File: src/flash_host_consts.vh
// Constants for the dual-bank flash host controller.
`ifndef FLASH_HOST_CONSTS_VH
`define FLASH_HOST_CONSTS_VH
`define ADDR_W          20
`define DATA_W          16
`define UNLOCK_ADDR1    20'h05555
`define UNLOCK_ADDR2    20'h02AAA
`define UNLOCK_DATA1    16'h00AA
`define UNLOCK_DATA2    16'h0055
`define CMD_PROGRAM     16'h00A0
`define CMD_ERASE_SETUP 16'h0080
`define CMD_SECTOR_ERS  16'h0030
`define CMD_BLOCK_ERS   16'h0050
`define CMD_CHIP_ERS    16'h0010
`define OP_READ         3'h0
`define OP_PROGRAM      3'h1
`define OP_SECTOR_ERS   3'h2
`define OP_BLOCK_ERS    3'h3
`define OP_CHIP_ERS     3'h4
`define POLL_BIT        7
`define TOGGLE_BIT      6
`define CLK_MHZ         40
`define T_SETUP_NS      25
`define T_PULSE_NS      50
`define T_ACCESS_NS     70
`define T_RECOVERY_NS   1000
`define T_SETUP_CYC     ((`T_SETUP_NS * `CLK_MHZ + 999) / 1000)
`define T_PULSE_CYC     ((`T_PULSE_NS * `CLK_MHZ + 999) / 1000)
`define T_ACCESS_CYC    ((`T_ACCESS_NS * `CLK_MHZ + 999) / 1000)
`define T_RECOVERY_CYC  ((`T_RECOVERY_NS * `CLK_MHZ + 999) / 1000)
`define SEQ_LAST        3'h5
`define CNT_W           6
`endif

File: src/flash_seq_rom.v
// Command sequence table: address and data of each bus cycle, registered output.
`default_nettype none
`include "flash_host_consts.vh"
module flash_seq_rom (
  input  wire                 clk,
  input  wire                 rst,
  input  wire [2:0]           op,
  input  wire [2:0]           step,
  input  wire [`ADDR_W-1:0]   user_addr,
  input  wire [`DATA_W-1:0]   user_data,
  output reg  [`ADDR_W-1:0]   seq_addr_reg,
  output reg  [`DATA_W-1:0]   seq_data_reg
);
  reg [`ADDR_W-1:0] a_next;
  reg [`DATA_W-1:0] d_next;
  always @* begin
    a_next = `UNLOCK_ADDR1;
    d_next = `UNLOCK_DATA1;
    case (step)
      3'h1: begin
        a_next = `UNLOCK_ADDR2;
        d_next = `UNLOCK_DATA2;
      end
      3'h2: begin
        a_next = `UNLOCK_ADDR1;
        d_next = (op == `OP_PROGRAM) ? `CMD_PROGRAM : `CMD_ERASE_SETUP;
      end
      3'h3: begin
        a_next = (op == `OP_PROGRAM) ? user_addr : `UNLOCK_ADDR1;
        d_next = (op == `OP_PROGRAM) ? user_data : `UNLOCK_DATA1;
      end
      3'h4: begin
        a_next = `UNLOCK_ADDR2;
        d_next = `UNLOCK_DATA2;
      end
      3'h5: begin
        a_next = (op == `OP_CHIP_ERS) ? `UNLOCK_ADDR1 : user_addr;
        d_next = (op == `OP_SECTOR_ERS) ? `CMD_SECTOR_ERS :
                 (op == `OP_BLOCK_ERS) ? `CMD_BLOCK_ERS : `CMD_CHIP_ERS;
      end
      default: begin
        a_next = `UNLOCK_ADDR1;
        d_next = `UNLOCK_DATA1;
      end
    endcase
  end
  always @(posedge clk or posedge rst) begin
    if (rst) begin
      seq_addr_reg <= 20'h00000;
      seq_data_reg <= 16'h0000;
    end else begin
      seq_addr_reg <= a_next;
      seq_data_reg <= d_next;
    end
  end
endmodule
`default_nettype wire

File: src/flash_host.v
// Host controller that drives a dual-bank parallel flash through its pins.
`default_nettype none
`include "flash_host_consts.vh"
// Overview of operation
// - Each command cycle pulses the write strobe low while chip select is low.
// - Host software must erase the sector before programming a word in it.
// - Program is three unlock cycles, then one address and data cycle.
// - Sector erase is six cycles ending with code 30H at the sector address.
// - Block erase is six cycles ending with code 50H at the block address.
// - Chip erase is six cycles ending with 10H written to 5555H.
// - On apparent completion, re-read twice more; both must match to finish.
module flash_host (
  input  wire                 clk,
  input  wire                 rst,
  input  wire                 req_valid,
  input  wire [2:0]           req_op,
  input  wire [`ADDR_W-1:0]   req_addr,
  input  wire [`DATA_W-1:0]   req_data,
  output reg                  req_ready_reg,
  output reg                  done_reg,
  output reg  [`DATA_W-1:0]   rd_data_reg,
  output reg                  write_busy_reg,
  output reg  [`ADDR_W-1:0]   flash_addr_reg,
  output reg                  flash_ce_n_reg,
  output reg                  flash_we_n_reg,
  output reg                  flash_oe_n_reg,
  output reg  [`DATA_W-1:0]   flash_dq_out_reg,
  output reg                  flash_dq_oe_n_reg,
  input  wire [`DATA_W-1:0]   flash_dq_in,
  input  wire                 busy_output_pin
);
  localparam S_IDLE  = 3'h0;
  localparam S_SETUP = 3'h1;
  localparam S_PULSE = 3'h2;
  localparam S_HOLD  = 3'h3;
  localparam S_READ  = 3'h4;
  localparam S_POLL  = 3'h5;
  localparam S_GAP   = 3'h6;
  localparam integer      SETUP_CYC = `T_SETUP_CYC;
  localparam integer      PULSE_CYC = `T_PULSE_CYC;
  localparam integer      ACC_CYC   = `T_ACCESS_CYC;
  localparam [`CNT_W-1:0] C_SETUP   = SETUP_CYC[`CNT_W-1:0];
  localparam [`CNT_W-1:0] C_PULSE   = PULSE_CYC[`CNT_W-1:0];
  localparam [`CNT_W-1:0] C_ACC     = ACC_CYC[`CNT_W-1:0];
  localparam [`CNT_W-1:0] C_ONE     = 6'h01;

  reg [2:0]          state_reg;
  reg [2:0]          op_reg;
  reg [2:0]          step_reg;
  reg [`CNT_W-1:0]   cnt_reg;
  reg [`ADDR_W-1:0]  addr_reg;
  reg [`DATA_W-1:0]  data_reg;
  reg [1:0]          match_reg;
  reg                toggle_seen_reg;
  reg                toggle_prev_reg;
  reg [2:0]          busy_sync_reg;
  reg                busy_low_reg;
  wire [`ADDR_W-1:0] seq_addr;
  wire [`DATA_W-1:0] seq_data;
  wire               status_ok;

  flash_seq_rom u_rom (
    .clk          (clk),
    .rst          (rst),
    .op           (op_reg),
    .step         (step_reg),
    .user_addr    (addr_reg),
    .user_data    (data_reg),
    .seq_addr_reg (seq_addr),
    .seq_data_reg (seq_data)
  );

  // Completion needs true data on the polling bit and a still toggle bit.
  // A word that was not erased first reads back old AND new data, so its write completes only if that equals the new data.
  assign status_ok = (op_reg == `OP_PROGRAM) ?
                     (flash_dq_in == data_reg) :
                     (flash_dq_in[`POLL_BIT] == 1'b1);

  always @(posedge clk or posedge rst) begin
    if (rst) begin
      busy_sync_reg <= 3'h7;
      busy_low_reg  <= 1'b0;
    end else begin
      busy_sync_reg <= {busy_sync_reg[1:0], busy_output_pin};
      // Busy pin is asynchronous; a change counts once the two later stages agree.
      if (busy_sync_reg[2] == busy_sync_reg[1]) begin
        busy_low_reg <= ~busy_sync_reg[2];
      end
    end
  end

  always @(posedge clk or posedge rst) begin
    if (rst) begin
      state_reg         <= S_IDLE;
      op_reg            <= `OP_READ;
      step_reg          <= 3'h0;
      cnt_reg           <= 6'h00;
      addr_reg          <= 20'h00000;
      data_reg          <= 16'h0000;
      match_reg         <= 2'h0;
      toggle_seen_reg   <= 1'b0;
      toggle_prev_reg   <= 1'b0;
      req_ready_reg     <= 1'b0;
      done_reg          <= 1'b0;
      rd_data_reg       <= 16'h0000;
      write_busy_reg    <= 1'b0;
      flash_addr_reg    <= 20'h00000;
      flash_ce_n_reg    <= 1'b1;
      flash_we_n_reg    <= 1'b1;
      flash_oe_n_reg    <= 1'b1;
      flash_dq_out_reg  <= 16'h0000;
      flash_dq_oe_n_reg <= 1'b1;
    end else begin
      done_reg <= 1'b0;
      case (state_reg)
        S_IDLE: begin
          flash_ce_n_reg    <= 1'b1;
          flash_oe_n_reg    <= 1'b1;
          flash_we_n_reg    <= 1'b1;
          flash_dq_oe_n_reg <= 1'b1;
          // A write waits for the busy pin; reads skip that check, but no request is taken until a write's polling ends.
          req_ready_reg     <= 1'b1;
          if (req_valid && req_ready_reg &&
              !(req_op != `OP_READ && (write_busy_reg || busy_low_reg))) begin
            req_ready_reg <= 1'b0;
            op_reg        <= req_op;
            addr_reg      <= req_addr;
            data_reg      <= req_data;
            step_reg      <= 3'h0;
            cnt_reg       <= C_ONE;
            if (req_op == `OP_READ) begin
              flash_addr_reg <= req_addr;
              state_reg      <= S_READ;
            end else begin
              state_reg <= S_SETUP;
            end
          end else if (req_valid && req_ready_reg) begin
            req_ready_reg <= 1'b0;
          end
        end
        S_SETUP: begin
          // The table answers one edge after the step moves, so the first edge here
          // drives a stale word; the strobe falls a full setup time after the fresh one.
          flash_addr_reg    <= seq_addr;
          flash_dq_out_reg  <= seq_data;
          flash_dq_oe_n_reg <= 1'b0;
          flash_ce_n_reg    <= 1'b0;
          if (cnt_reg > C_SETUP + C_ONE) begin
            cnt_reg        <= C_ONE;
            flash_we_n_reg <= 1'b0;
            state_reg      <= S_PULSE;
          end else begin
            cnt_reg <= cnt_reg + C_ONE;
          end
        end
        S_PULSE: begin
          if (cnt_reg >= C_PULSE) begin
            cnt_reg        <= C_ONE;
            flash_we_n_reg <= 1'b1;
            state_reg      <= S_HOLD;
          end else begin
            cnt_reg <= cnt_reg + C_ONE;
          end
        end
        S_HOLD: begin
          // Data and select stay one cycle past the rise so the latch sees it stable.
          flash_ce_n_reg    <= 1'b1;
          flash_dq_oe_n_reg <= 1'b1;
          cnt_reg           <= C_ONE;
          if ((op_reg == `OP_PROGRAM && step_reg == 3'h3) ||
              step_reg == `SEQ_LAST) begin
            write_busy_reg  <= 1'b1;
            match_reg       <= 2'h0;
            toggle_seen_reg <= 1'b0;
            state_reg       <= S_GAP;
          end else begin
            step_reg  <= step_reg + 3'h1;
            state_reg <= S_SETUP;
          end
        end
        S_GAP: begin
          flash_ce_n_reg <= 1'b1;
          flash_oe_n_reg <= 1'b1;
          if (cnt_reg >= C_ACC) begin
            cnt_reg        <= C_ONE;
            flash_addr_reg <= addr_reg;
            state_reg      <= S_POLL;
          end else begin
            cnt_reg <= cnt_reg + C_ONE;
          end
        end
        S_POLL: begin
          flash_ce_n_reg    <= 1'b0;
          flash_oe_n_reg    <= 1'b0;
          flash_dq_oe_n_reg <= 1'b1;
          if (cnt_reg > C_ACC) begin
            cnt_reg         <= C_ONE;
            flash_ce_n_reg  <= 1'b1;
            flash_oe_n_reg  <= 1'b1;
            toggle_prev_reg <= flash_dq_in[`TOGGLE_BIT];
            toggle_seen_reg <= 1'b1;
            // Status read may race completion, so two further matches confirm it.
            if (status_ok && !busy_low_reg && (!toggle_seen_reg ||
                toggle_prev_reg == flash_dq_in[`TOGGLE_BIT])) begin
              match_reg <= match_reg + 2'h1;
              state_reg <= S_GAP;
              if (match_reg == 2'h2) begin
                write_busy_reg <= 1'b0;
                done_reg       <= 1'b1;
                state_reg      <= S_IDLE;
              end
            end else begin
              match_reg <= 2'h0;
              state_reg <= S_GAP;
            end
          end else begin
            cnt_reg <= cnt_reg + C_ONE;
          end
        end
        S_READ: begin
          flash_ce_n_reg    <= 1'b0;
          flash_oe_n_reg    <= 1'b0;
          flash_dq_oe_n_reg <= 1'b1;
          if (cnt_reg > C_ACC) begin
            rd_data_reg    <= flash_dq_in;
            flash_ce_n_reg <= 1'b1;
            flash_oe_n_reg <= 1'b1;
            done_reg       <= 1'b1;
            state_reg      <= S_IDLE;
          end else begin
            cnt_reg <= cnt_reg + C_ONE;
          end
        end
        default: begin
          state_reg <= S_IDLE;
        end
      endcase
    end
  end
endmodule
`default_nettype wire

File: config.mk
export PLATFORM = sky130hd
export DESIGN_NAME = flash_host
export DESIGN_NICKNAME = d
export VERILOG_FILES = /design/src/flash_seq_rom.v /design/src/flash_host.v
export VERILOG_INCLUDE_DIRS = /design/src
export SDC_FILE = /design/constraint.sdc
export NUM_CORES = 1
export LEC_CHECK = 0
export ABC_CLOCK_PERIOD_IN_PS = 15100
export BUFFER_PORTS_ARGS = -buffer_cell sky130_fd_sc_hd__buf_2
export CAP_MARGIN = 20
export CORE_ASPECT_RATIO = 1.2
export CORE_MARGIN = 5
export CORE_UTILIZATION = 42
export DETAILED_ROUTE_END_ITERATION = 8
export PLACE_DENSITY_LB_ADDON = 0.1
export SLEW_MARGIN = 40
export SYNTH_ARGS = -nofsm -noshare
export SYNTH_HDL_FRONTEND = slang
export SYNTH_SLANG_ARGS = --single-unit
File: constraint.sdc
create_clock -name clk -period 15.1 [get_ports clk]
set_input_delay 3.02 -clock clk [delete_from_list [all_inputs] [get_ports clk]]
set_output_delay 3.02 -clock clk [all_outputs]
set_load 0.005 [all_outputs]
# Word-level counts from Yosys, hierarchy flattened
# Index checks and enable logic that the tools add are counted.
[classes]
bitwise_logic = 1
n_reduce_logical = 38
addsub = 3
mux = 59
n_lt_le_gt_ge = 4
eq_ne = 31
[ops]
columns = ["operator", "count"]
rows = [
  ["$pmux W20 S3", 2],
  ["$mux W20", 5],
  ["$pmux W16 S4", 1],
  ["$mux W6", 7],
  ["$pmux W6 S7", 1],
  ["$mux W3", 12],
  ["$mux W16", 2],
  ["$ne A2 B2 Y1 const B", 12],
  ["$pmux W3 S7", 1],
  ["$eq A3 B2 Y1 const B", 6],
  ["$eq A3 B3 Y1 const B", 6],
  ["$eq A16 B16 Y1", 1],
  ["$mux W1", 15],
  ["$ge A6 B2 Y1 const B", 2],
  ["$gt A6 B2 Y1 const B", 2],
  ["$reduce_and A3 Y1", 4],
  ["$reduce_bool A3 Y1", 4],
  ["$pmux W1 S2", 5],
  ["$eq A3 B1 Y1 const B", 3],
  ["$reduce_bool A2 Y1", 4],
  ["$mux W7", 1],
  ["$reduce_bool A7 Y1", 1],
  ["$add A6 B1 Y6 const B", 1],
  ["$logic_and A1 B1 Y1", 6],
  ["19 further kinds", 32],
]
[word_totals]
inputBits = 59
regBits = 154
wordCells = 159

# Depth between registers and ports, before layout
# Gate-level depths: netlist of the first run.
[logic_depth]
word_depth = 7
mapped_depth = 9
mapped_depth_nobuf = 7

# Cells and area by module
# A second synthesis of the first run with hierarchy kept.
[unflattened]
cells_unflattened = 583
hier_area_um2 = 6861.6
[modules_own_cells]
columns = ["mod", "cells_each", "n_inst", "area_each_um2"]
rows = [
  ["flash_host", 454, 1, 5406.4],
  ["flash_seq_rom", 129, 1, 1455.1],
]

# Least setup slack after synthesis of the first run
# Ideal clock, no wire load.
[synth_path]
kind = "input to register"
startpoint = "in flash_dq_in[10]"
endpoint = "reg state_reg[1]"
path_buffers = 0
t_arrival_ps = 4406
path_slack_ps = 10556
required_time_ps = 14962
cell_stages = 5
cell_sequence = "xor2_1 > or2_2 > or4b_2 > o21ai_0 > o221ai_1"
[synth_between]
elab_chain_cells = 7
[synth_lines]
columns = ["element", "line", "rtl"]
rows = [
  ["start: declaration", "flash_host.v:29", "input wire [`DATA_W-1:0] flash_dq_in,"],
  ["$eq A16 B16 Y1", "flash_host.v:76", "(flash_dq_in == data_reg) :"],
  ["$mux W1", "flash_host.v:75", "assign status_ok = (op_reg == `OP_PROGRAM) ?"],
  ["$logic_and A1 B1 Y1 (2 in a row)", "flash_host.v:203", "if (status_ok && !busy_low_reg && (!toggle_seen_reg ||"],
  ["$mux W3", "flash_host.v:203", ""],
  ["$mux W3", "flash_host.v:196", "if (cnt_reg > C_ACC) begin"],
  ["$pmux W3 S7", "flash_host.v:115", "case (state_reg)"],
  ["end signal: assignment", "flash_host.v:206", "state_reg <= S_GAP;"],
  ["end signal: assignment", "flash_host.v:210", "state_reg <= S_IDLE;"],
  ["end signal: assignment", "flash_host.v:214", "state_reg <= S_GAP;"],
  ["end: declaration", "flash_host.v:47", "reg [2:0] state_reg;"],
]
# Every way passes these cells. The select of a mux whose other input is x is not followed.
# A chain may end at the register's enable or synchronous reset.

# Worst setup path after layout of the first run
[layout_path]
startpoint = "in flash_dq_in[7]"
endpoint = "reg state_reg[1]"
[layout_between]
elab_chain_cells = 7
[layout_lines]
columns = ["element", "line"]
rows = [
  ["$eq A16 B16 Y1", "flash_host.v:76"],
  ["$mux W1 *", "flash_host.v:75"],
  ["$logic_and A1 B1 Y1 * (2 in a row)", "flash_host.v:203"],
  ["$mux W3 *", "flash_host.v:203"],
  ["$mux W3 *", "flash_host.v:196"],
  ["$pmux W3 S7 *", "flash_host.v:115"],
]
# Mark *: on every way between the ends. The rest lies on a longest branch, timed or not. The select of a mux whose other input is x is not followed.

==> results.json, run 1 <==
{
  "ant_nets": 0,
  "synth_edf_count": 0,
  "yosysUniqueCellTypes": 58,
  "antenna_found_initial": 0,
  "overflow": 0,
  "cts_sinks": 154,
  "ir_drop_mv": 0.0944,
  "multi_input_area_sq_um": 2850,
  "switchingPower_w": 0.000525,
  "grt_pass1_wl_um": 27000,
  "grtUsageMet2": 0.296,
  "post-route-period-util": 0.299,
  "die_w_um": 127,
  "n_fill_cell": 1447,
  "yosys_warnings": 0,
  "worst_slew_pin_slew_ps": 794,
  "status": "finished clean",
  "grt.total_usage": 0.179,
  "cts_tree": "built",
  "syn_area_sq_um": 6840,
  "cts-root-buf": "clkbuf_16",
  "port_buffers": 117,
  "min_period_ps": 4510,
  "fin_util": 0.514,
  "synth_flop_cell": "dfrtp_1",
  "grt_pass1_vias": 5195,
  "power_frac_seq": 0.402,
  "placedInstanceArea_sq_um": 7660,
  "clk-insertion-delay-late_ps": 420,
  "drtIter0Drc": 186,
  "wirelength_um": 16300,
  "finalNetCount": 780,
  "synthesis.nets": 671,
  "setup_violations": 0,
  "final_area_sq_um": 8300,
  "dp_hpwl_um": 11500,
  "final_common_cell": "dfrtp_1",
  "die_h_um": 150,
  "p_clk_frac": 0.291,
  "gp_congestion": 0.779,
  "num_rows": 51,
  "wl_per_cell_um": 17.4,
  "sw_frac_of_total": 0.335,
  "synth-seq-area-share": 0.564,
  "drive_gt1_frac": 0.348,
  "cap_violations": 0,
  "grt_max_degree": 81,
  "synth_seq_cells": 154,
  "io_pins": 118,
  "cellPowerDensity_nw_per_um2": 189,
  "skew_ps": 8.01,
  "hold_class": "flop to flop",
  "vias": 4963,
  "cts-resized-gates": 0,
  "layout_common_cells": "147 x dfrtp_1, 117 x buf_2, 73 x mux2_2, 54 x nor2_1, 54 x nand2_1",
  "power_w": 0.00157,
  "finalHoldViolCount": 0,
  "core_area_sq_um": 16100,
  "crit_type": "input pin to flop",
  "start_util": 0.424,
  "via_per_inst": 5.30,
  "cts_buffers": 17,
  "worstSetupStartpointType": "input pin",
  "arrival_ps": 4790,
  "power.leakage_nw": 3.91,
  "worstSetupEndpointType": "flop",
  "h-tree-depth": 4,
  "diodes": 0,
  "crit_fanout": 4,
  "top_usage_layer": "met2",
  "rsz0062_at_grt": "false",
  "globalRouteMet1Util": 0.235,
  "slew_headroom": 0.471,
  "maxSlewViolCount": 0,
  "syn_to_final_growth_pct": 21.3,
  "required_ps": 15380,
  "dr.pass1.iters": 4,
  "post-cts-setup-buffers": 0,
  "synthCells": 604,
  "async_flop_share": 1.00,
  "fin_cells": 937,
  "fmax_mhz": 222,
  "syn_avg_cell_area_sq_um": 11.3,
  "finalSetupTns_ps": 0,
  "p_int_w": 0.00104,
  "postCtsHoldBufs": 0,
  "die_area_sq_um": 19000,
  "dp_cells": 906,
  "drc": 0,
  "use_met3": 0.0418,
  "cts.path.max_buffers": 2,
  "ff_latch_area_sq_um": 3860,
  "power_frac_comb": 0.307,
  "clk_pin_slew_ps": 60
}
==> worst paths after layout <==
path	start	depth (start not counted)	end	slack (ps)
worst max-delay path	flash_dq_in[7]	6	state_reg[1]	10590
worst min-delay path	busy_sync_reg[0]	0	busy_sync_reg[1]	360
worst max register to register	state_reg[2]	4	addr_reg[9]	12510
worst min register to register	busy_sync_reg[0]	0	busy_sync_reg[1]	360
max in group asynchronous	rst	3	addr_reg[2]	11270
min in group asynchronous	rst	2	flash_dq_out_reg[9]	2690
==> power by group through the flow <==
| stage | logic, W | registers, W | clock network, W |
|---|---|---|---|
| finish | 0.000482 | 0.000631 | 0.000457 |
| global route | 0.000541 | 0.000650 | 0.000484 |
| CTS | 0.000493 | 0.000633 | 0.000465 |
| detailed placement | 0.000490 | 0.000639 | 0 |
| global placement | 0.000470 | 0.000633 | 0 |
| floorplan | 0.000335 | 0.000609 | 0 |
==> worst max-delay path, cell delays in order <==
cell and delay [ps]:
buf_2 130, xor2_1 170, or2_2 270, or4b_2 660, o21ai_0 370, o221ai_1 170
==> synthesized netlist by cell type, drive strengths merged, types with 3 or more instances <==
library cell / number / area (sq um)
clkbuf: 27 / 101
mux2: 73 / 822
xnor2: 13 / 114
nor3b: 3 / 22.5
nand2b: 4 / 25.0
dfrtp: 147 / 3680
o21ai: 23 / 115
and3: 7 / 48.8
nand3: 14 / 70.1
nor2: 56 / 210
xor2: 6 / 52.6
nand4: 7 / 43.8
nand2: 54 / 203
a21o: 4 / 30.0
a21oi: 22 / 110
a211oi: 6 / 45.0
a22oi: 21 / 158
o31ai: 4 / 30.0
ha: 8 / 100
nor4: 6 / 58.8
nor2b: 4 / 25.0
and2: 11 / 68.8
a31oi: 25 / 163
dfstp: 7 / 184
buf: 7 / 38.8
nor3: 4 / 25.0
inv: 10 / 37.5
==> stage by stage <==
step	hold slack (ps)	worst slack, ps
after floorplan	345	7940
after global placement	351	9680
after detailed placement	347	10140
after CTS	361	10590
after global routing	365	10490
final	360	10590
==> layout make-up <==
cell class / count / share of cell area
sequential: 154 / 0.465
multi-input combinational: 406 / 0.343
tap: 212 / 0.0319
clock buffer: 21 / 0.0567
timing repair buffer: 124 / 0.0785
clock inverter: 10 / 0.0200
inverter: 10 / 0.00512
==> cells by family after synthesis <==
family	after synthesis	share of synthesized area
compound gates	122	0.116
fa+ha+maj	8	0.0146
xor+xnor	19	0.0243
simple gates	183	0.133
flops	154	0.564
mux	74	0.122
buf+inv	44	0.0260
==> layer usage <==
metal	part of all wire	up-vias	wire length, um
met1	0.45	2444	7360
met2	0.49	108	8000
met3	0.044	25	713
li1	-	2386	-
met5	0	-	0
met4	0.015	0	243
No activity file was read; power rests on OpenSTA's default activity.
==> run 2: changes to the inputs <==
- ABC_AREA: not set -> 1
- ABC_CLOCK_PERIOD_IN_PS: 15100 -> 4400
- clock period: 15.1 -> 4.4 ns (I/O delays scaled with it)
==> run 2 against run 1 <==
  * Cell count rose by 19%
  * Clock-buffer cell count fell by 2
  * Utilization fell by 0.33 points
  * Clock power rose to 3.3 times the previous value
  * Critical path depth rose by 2
  * Routed wire length rose by 3.6%
  * Non-clock buffer count rose by 1
  * Critical path type is now flop to flop
  * Sequential cell count did not move
  * Synthesized area fell by 0.88%
  * Die area fell by 0.81%
  * Global-route usage rose by 0.52 points
  * Sequential share of layout area rose by 0.49 points
==> results.json, run 2 <==
{
  "min_period_ps": 2510,
  "synth_area_leaders": "dfrtp_1 54%, nand2_1 11%, nor2_1 5.3%",
  "syn_area_sq_um": 6780,
  "cap_violations": 0,
  "cts_sinks": 154,
  "drtIter0Drc": 345,
  "synth-seq-area-share": 0.569,
  "start_util": 0.422,
  "post-route-period-util": 0.570,
  "cts.path.max_buffers": 2,
  "cts-resized-gates": 0,
  "cts_tree": "built",
  "synth_common_cells": "190 x nand2_1, 147 x dfrtp_1, 95 x nor2_1",
  "crit_fanout": 40,
  "required_ps": 4670,
  "status": "finished clean",
  "dp_cells": 1077,
  "die_w_um": 126,
  "arrival_ps": 2780,
  "io_pins": 118,
  "grt_pass1_wl_um": 27400,
  "layout_common_cells": "190 x nand2_1, 147 x dfrtp_1, 117 x buf_2, 94 x nor2_1, 85 x inv_1",
  "power.leakage_nw": 4.23,
  "finalSetupTns_ps": 0,
  "gp_congestion": 0.899,
  "post-cts-setup-buffers": 0,
  "synth_edf_count": 0,
  "hold_class": "flop to flop",
  "skew_ps": 8.87,
  "synth_seq_cells": 154,
  "yosysTopAreaCell": "dfrtp_1",
  "wirelength_um": 16900,
  "antenna_found_initial": 0,
  "slew_headroom": 0.518,
  "finalHoldViolCount": 0,
  "core_area_sq_um": 16100,
  "maxSlewViolCount": 0,
  "yosys_warnings": 0,
  "via_per_inst": 4.92,
  "dr.pass1.iters": 5,
  "fmax_mhz": 398,
  "synth.top_cell.area_share": 0.542,
  "worstSetupStartpointType": "flop",
  "ir_drop_mv": 0.218,
  "syn_to_final_growth_pct": 21.1,
  "drive_gt1_frac": 0.217,
  "postCtsHoldBufs": 0,
  "ant_nets": 0,
  "overflow": 0,
  "drc": 0,
  "cellPowerDensity_nw_per_um2": 370,
  "synthCells": 771,
  "finalNetCount": 953,
  "worst_slew_pin_slew_ps": 722,
  "cts-root-buf": "clkbuf_16",
  "syn_avg_cell_area_sq_um": 8.80,
  "vias": 5463,
  "clk_pin_slew_ps": 60,
  "worstSetupEndpointType": "flop",
  "num_rows": 51,
  "synthesis.nets": 838,
  "port_buffers": 117,
  "cts_buffers": 17,
  "final_common_cell": "nand2_1",
  "synth.most_common_cell": "nand2_1",
  "fin_cells": 1111,
  "die_h_um": 149,
  "grt_max_degree": 78,
  "wl_per_cell_um": 15.2,
  "dp_hpwl_um": 12000,
  "diodes": 0,
  "yosysUniqueCellTypes": 39,
  "crit_type": "flop to flop",
  "die_area_sq_um": 18800,
  "setup_violations": 0,
  "clk-insertion-delay-late_ps": 420,
  "h-tree-depth": 4,
  "grt_pass1_vias": 5571,
  "async_flop_share": 1.00,
  "synth_flop_cell": "dfrtp_1",
  "grt.total_usage": 0.185,
  "rsz0062_at_grt": "false"
}
[run 2: metal layers]
| metal | GRT usage | part of all wire | up-vias |
|---|---|---|---|
| met1 | 0.222 | 0.42 | 2587 |
| met3 | 0.0365 | 0.043 | 28 |
| met2 | 0.323 | 0.52 | 133 |
| met5 | 0 | 0 | - |
| met4 | 0.0767 | 0.021 | 0 |
| li1 | - | - | 2715 |
[run 2: kinds of logic after synthesis]
family	Yosys count	synth area share
and+or+nand+nor	333	0.201
xor gates and xnor gates	1	0.00129
muxes	8	0.0133
DFF	154	0.569
adders and majority gates	8	0.0148
buffers and inverters	123	0.0743
AOI/OAI and AO/OA	144	0.126
[run 2: final timing paths]
check | start | end | slack [ps] | depth (start not counted)
max | state_reg[2] | flash_addr_reg[2] | 1890 | 8
min | busy_sync_reg[0] | busy_sync_reg[1] | 350 | 0
max reg2reg | state_reg[2] | flash_addr_reg[2] | 1890 | 8
min reg2reg | busy_sync_reg[0] | busy_sync_reg[1] | 350 | 0
max in group asynchronous | rst | busy_sync_reg[2] | 3200 | 4
min in group asynchronous | rst | u_rom.seq_data_reg[13] | 450 | 2
[run 2: layout make-up]
type	instances	area, sq um
timing repair buffer	125	691
clock inverter	13	175
multi-input combinational	494	2420
inverter	94	357
fill	1583	7860
sequential	154	3860
clock buffer	19	443
tap	212	265
[run 2: worst max-delay path: stages (launching register included)]
cell      delay (ps)
dfrtp_1          580
inv_1            210
nor2_2           620
nand2_1          230
o211ai_1         160
nor2_2            50
buf_4            250
nor2_1           160
a41oi_1           60
[run 2: power by group]
part | internal [W] | switching [W] | total, W
clock network | 0.000959 | 0.000566 | 0.00153
logic | 0.0000313 | 0.0000581 | 0.0000893
registers | 0.00142 | 0.00000341 | 0.00142
total | 0.00241 | 0.000628 | 0.00304
[run 2: stage by stage]
stage / power, W / hold WS (ps) / worst slack, ps / util / area [sq um]
2_1_floorplan: 0.00149 / 345 / 1580 / - / 6790
3_3_place_gp: 0.00154 / 346 / 1740 / 0.469 / 7550
3_5_place_dp: 0.00154 / 347 / 1700 / 0.470 / 7550
4_1_cts: 0.00308 / 356 / 1920 / 0.508 / 8170
5_1_grt: 0.00315 / 365 / 1710 / 0.511 / 8220
6_report: 0.00304 / 355 / 1890 / 0.511 / 8220
==> run 3: changes to the inputs <==
- ABC_AREA: 1 -> 0
- ABC_CLOCK_PERIOD_IN_PS: 4400 -> 2600
- clock period: 4.4 -> 2.6 ns (I/O delays scaled with it)
==> run 3 against run 2 <==
  * Sequential power rose to 2.5 times the previous value
  * Sequential share of layout area decreased by 0.79 points
  * Clock-buffer cell count grew 2
  * First-iteration DRC count is 26% lower
  * Worst setup slack worse by 1500 ps
  * Global-route usage fell by 0.60 points
  * Fmax rose by 11%
  * Non-clock buffer count rose by 10
  * Sequential cell count unchanged
  * Design area up 1.7%
  * Cell count is 15% lower
  * Utilization up 0.67 points
  * Critical path type unchanged
  * Largest power group is now registers
==> results.json, run 3 (synthesis gave the netlist of run 1 again) <==
{
  "status": "finished clean",
  "setup_violations": 0,
  "ant_nets": 0,
  "dp_hpwl_um": 11300,
  "core_area_sq_um": 16100,
  "die_w_um": 127,
  "crit_fanout": 10,
  "power.leakage_nw": 3.95,
  "skew_ps": 7.03,
  "worstReg2RegStart": "state_reg[1]",
  "wirelength_um": 16200,
  "p_int_w": 0.00601,
  "reg2reg_slack_ps": 350,
  "r2r_end": "cnt_reg[1]",
  "worstSetupStartpointType": "flop",
  "path_buf_inv": 0,
  "post-cts-setup-buffers": 0,
  "syn_to_final_growth_pct": 22.1,
  "critical-path-slowest-cell": "a31oi_2",
  "hold-path-endpoint": "busy_sync_reg[0]",
  "overflow": 0,
  "switchingPower_w": 0.00305,
  "required_ps": 2920,
  "cts_sinks": 154,
  "finalSetupTns_ps": 0,
  "cts_buffers": 17,
  "post-place-ws_ps": 172,
  "die_h_um": 150,
  "fin_util": 0.518,
  "power_frac_seq": 0.394,
  "die_area_sq_um": 19000,
  "arrival_ps": 2570,
  "crit_chain": "or3_1 > a31oi_2 > nor2_1 > and2_1 > a211oi_1",
  "rsz0062_at_grt": "false",
  "worstSetupEndpointType": "flop",
  "h-tree-depth": 4,
  "sw_frac_of_total": 0.337,
  "vias": 4972,
  "worst_slew_pin_slew_ps": 747,
  "diodes": 0,
  "clk-insertion-delay-late_ps": 420,
  "start_util": 0.424,
  "port_buffers": 117,
  "cellPowerDensity_nw_per_um2": 1080,
  "finalNetCount": 791,
  "finalWorstSetupSlack_ps": 349,
  "drc": 0,
  "cts_tree": "built",
  "ir_drop_mv": 0.532,
  "min_period_ps": 2250,
  "grt_pass1_wl_um": 26900,
  "io_pins": 118,
  "num_rows": 51,
  "post-route-period-util": 0.866,
  "cap_violations": 0,
  "max_stage_delay_ps": 630,
  "antenna_found_initial": 0,
  "holdCritStartpoint": "busy_output_pin",
  "postCtsHoldBufs": 0,
  "gp_congestion": 0.804,
  "drtIter0Drc": 254,
  "placedInstanceArea_sq_um": 7760,
  "maxSlewViolCount": 0,
  "critPathTopFamily": "simple AND/OR/NAND/NOR gates",
  "power_w": 0.00906,
  "cts-root-buf": "clkbuf_16",
  "p_clk_frac": 0.276,
  "grt_pass1_vias": 5268,
  "clk_pin_slew_ps": 60,
  "finalHoldViolCount": 0,
  "grt.total_usage": 0.179,
  "layout_common_cells": "147 x dfrtp_1, 117 x buf_2, 73 x mux2_2, 55 x nor2_1, 54 x nand2_1",
  "via_per_inst": 5.24,
  "cts-resized-gates": 0,
  "grt_max_degree": 120,
  "slew_headroom": 0.500,
  "cts.path.max_buffers": 2,
  "hold_class": "input pin to flop",
  "final_area_sq_um": 8360,
  "final_common_cell": "dfrtp_1",
  "r2r_cells": 5,
  "power_frac_comb": 0.330,
  "crit_type": "flop to flop",
  "fmax_mhz": 444,
  "drive_gt1_frac": 0.347,
  "dr.pass1.iters": 5,
  "wl_per_cell_um": 17.1,
  "hold_path_depth": 1
}
[run 3: worst register-to-register path, delay by kind of cell, from the launching register on]
family	cells	cell delay [ps]
DFF	1	460
and+or+nand+nor	3	860
AOI/OAI and AO/OA	2	830
[run 3: area by class of cell]
| class | count | area (sq um) |
|---|---|---|
| fill | 1453 | 7790 |
| clock inverter | 11 | 145 |
| multi-input combinational | 406 | 2820 |
| inverter | 10 | 41.3 |
| clock buffer | 21 | 450 |
| sequential | 154 | 3860 |
| tap | 212 | 265 |
| timing repair buffer | 135 | 771 |
[run 3: worst max-delay path by stage]
stage                        start           end  slack, ps  cells after the start
floorplan                      rst   addr_reg[0]        140                      1
global placement    flash_dq_in[7]  state_reg[1]        200                      6
detailed placement  flash_dq_in[7]  state_reg[1]        170                      6
CTS                     cnt_reg[4]    cnt_reg[1]        350                      5
global route            cnt_reg[4]    cnt_reg[1]        240                      5
finish                state_reg[1]    cnt_reg[1]        350                      5
[run 3: power groups by stage]
stage	combinational (W)	clock, W	sequential, W
6_report	0.00299	0.00250	0.00357
5_1_grt	0.00334	0.00266	0.00367
4_1_cts	0.00305	0.00256	0.00357
3_5_place_dp	0.00304	0	0.00362
3_3_place_gp	0.00297	0	0.00359
2_1_floorplan	0.00195	0	0.00354
[run 3: metal layers]
metal	up-vias	track usage	wire, um
li1	2402	-	-
met1	2438	0.236	7350
met2	110	0.292	8020
met3	22	0.0382	588
met4	0	0.0622	274
met5	-	0	0
[run 3: stage by stage]
step	cells	hold WS, ps
global route	949	188
finish	949	203
floorplan	604	345
global placement	917	347
CTS	949	182
detailed placement	917	348
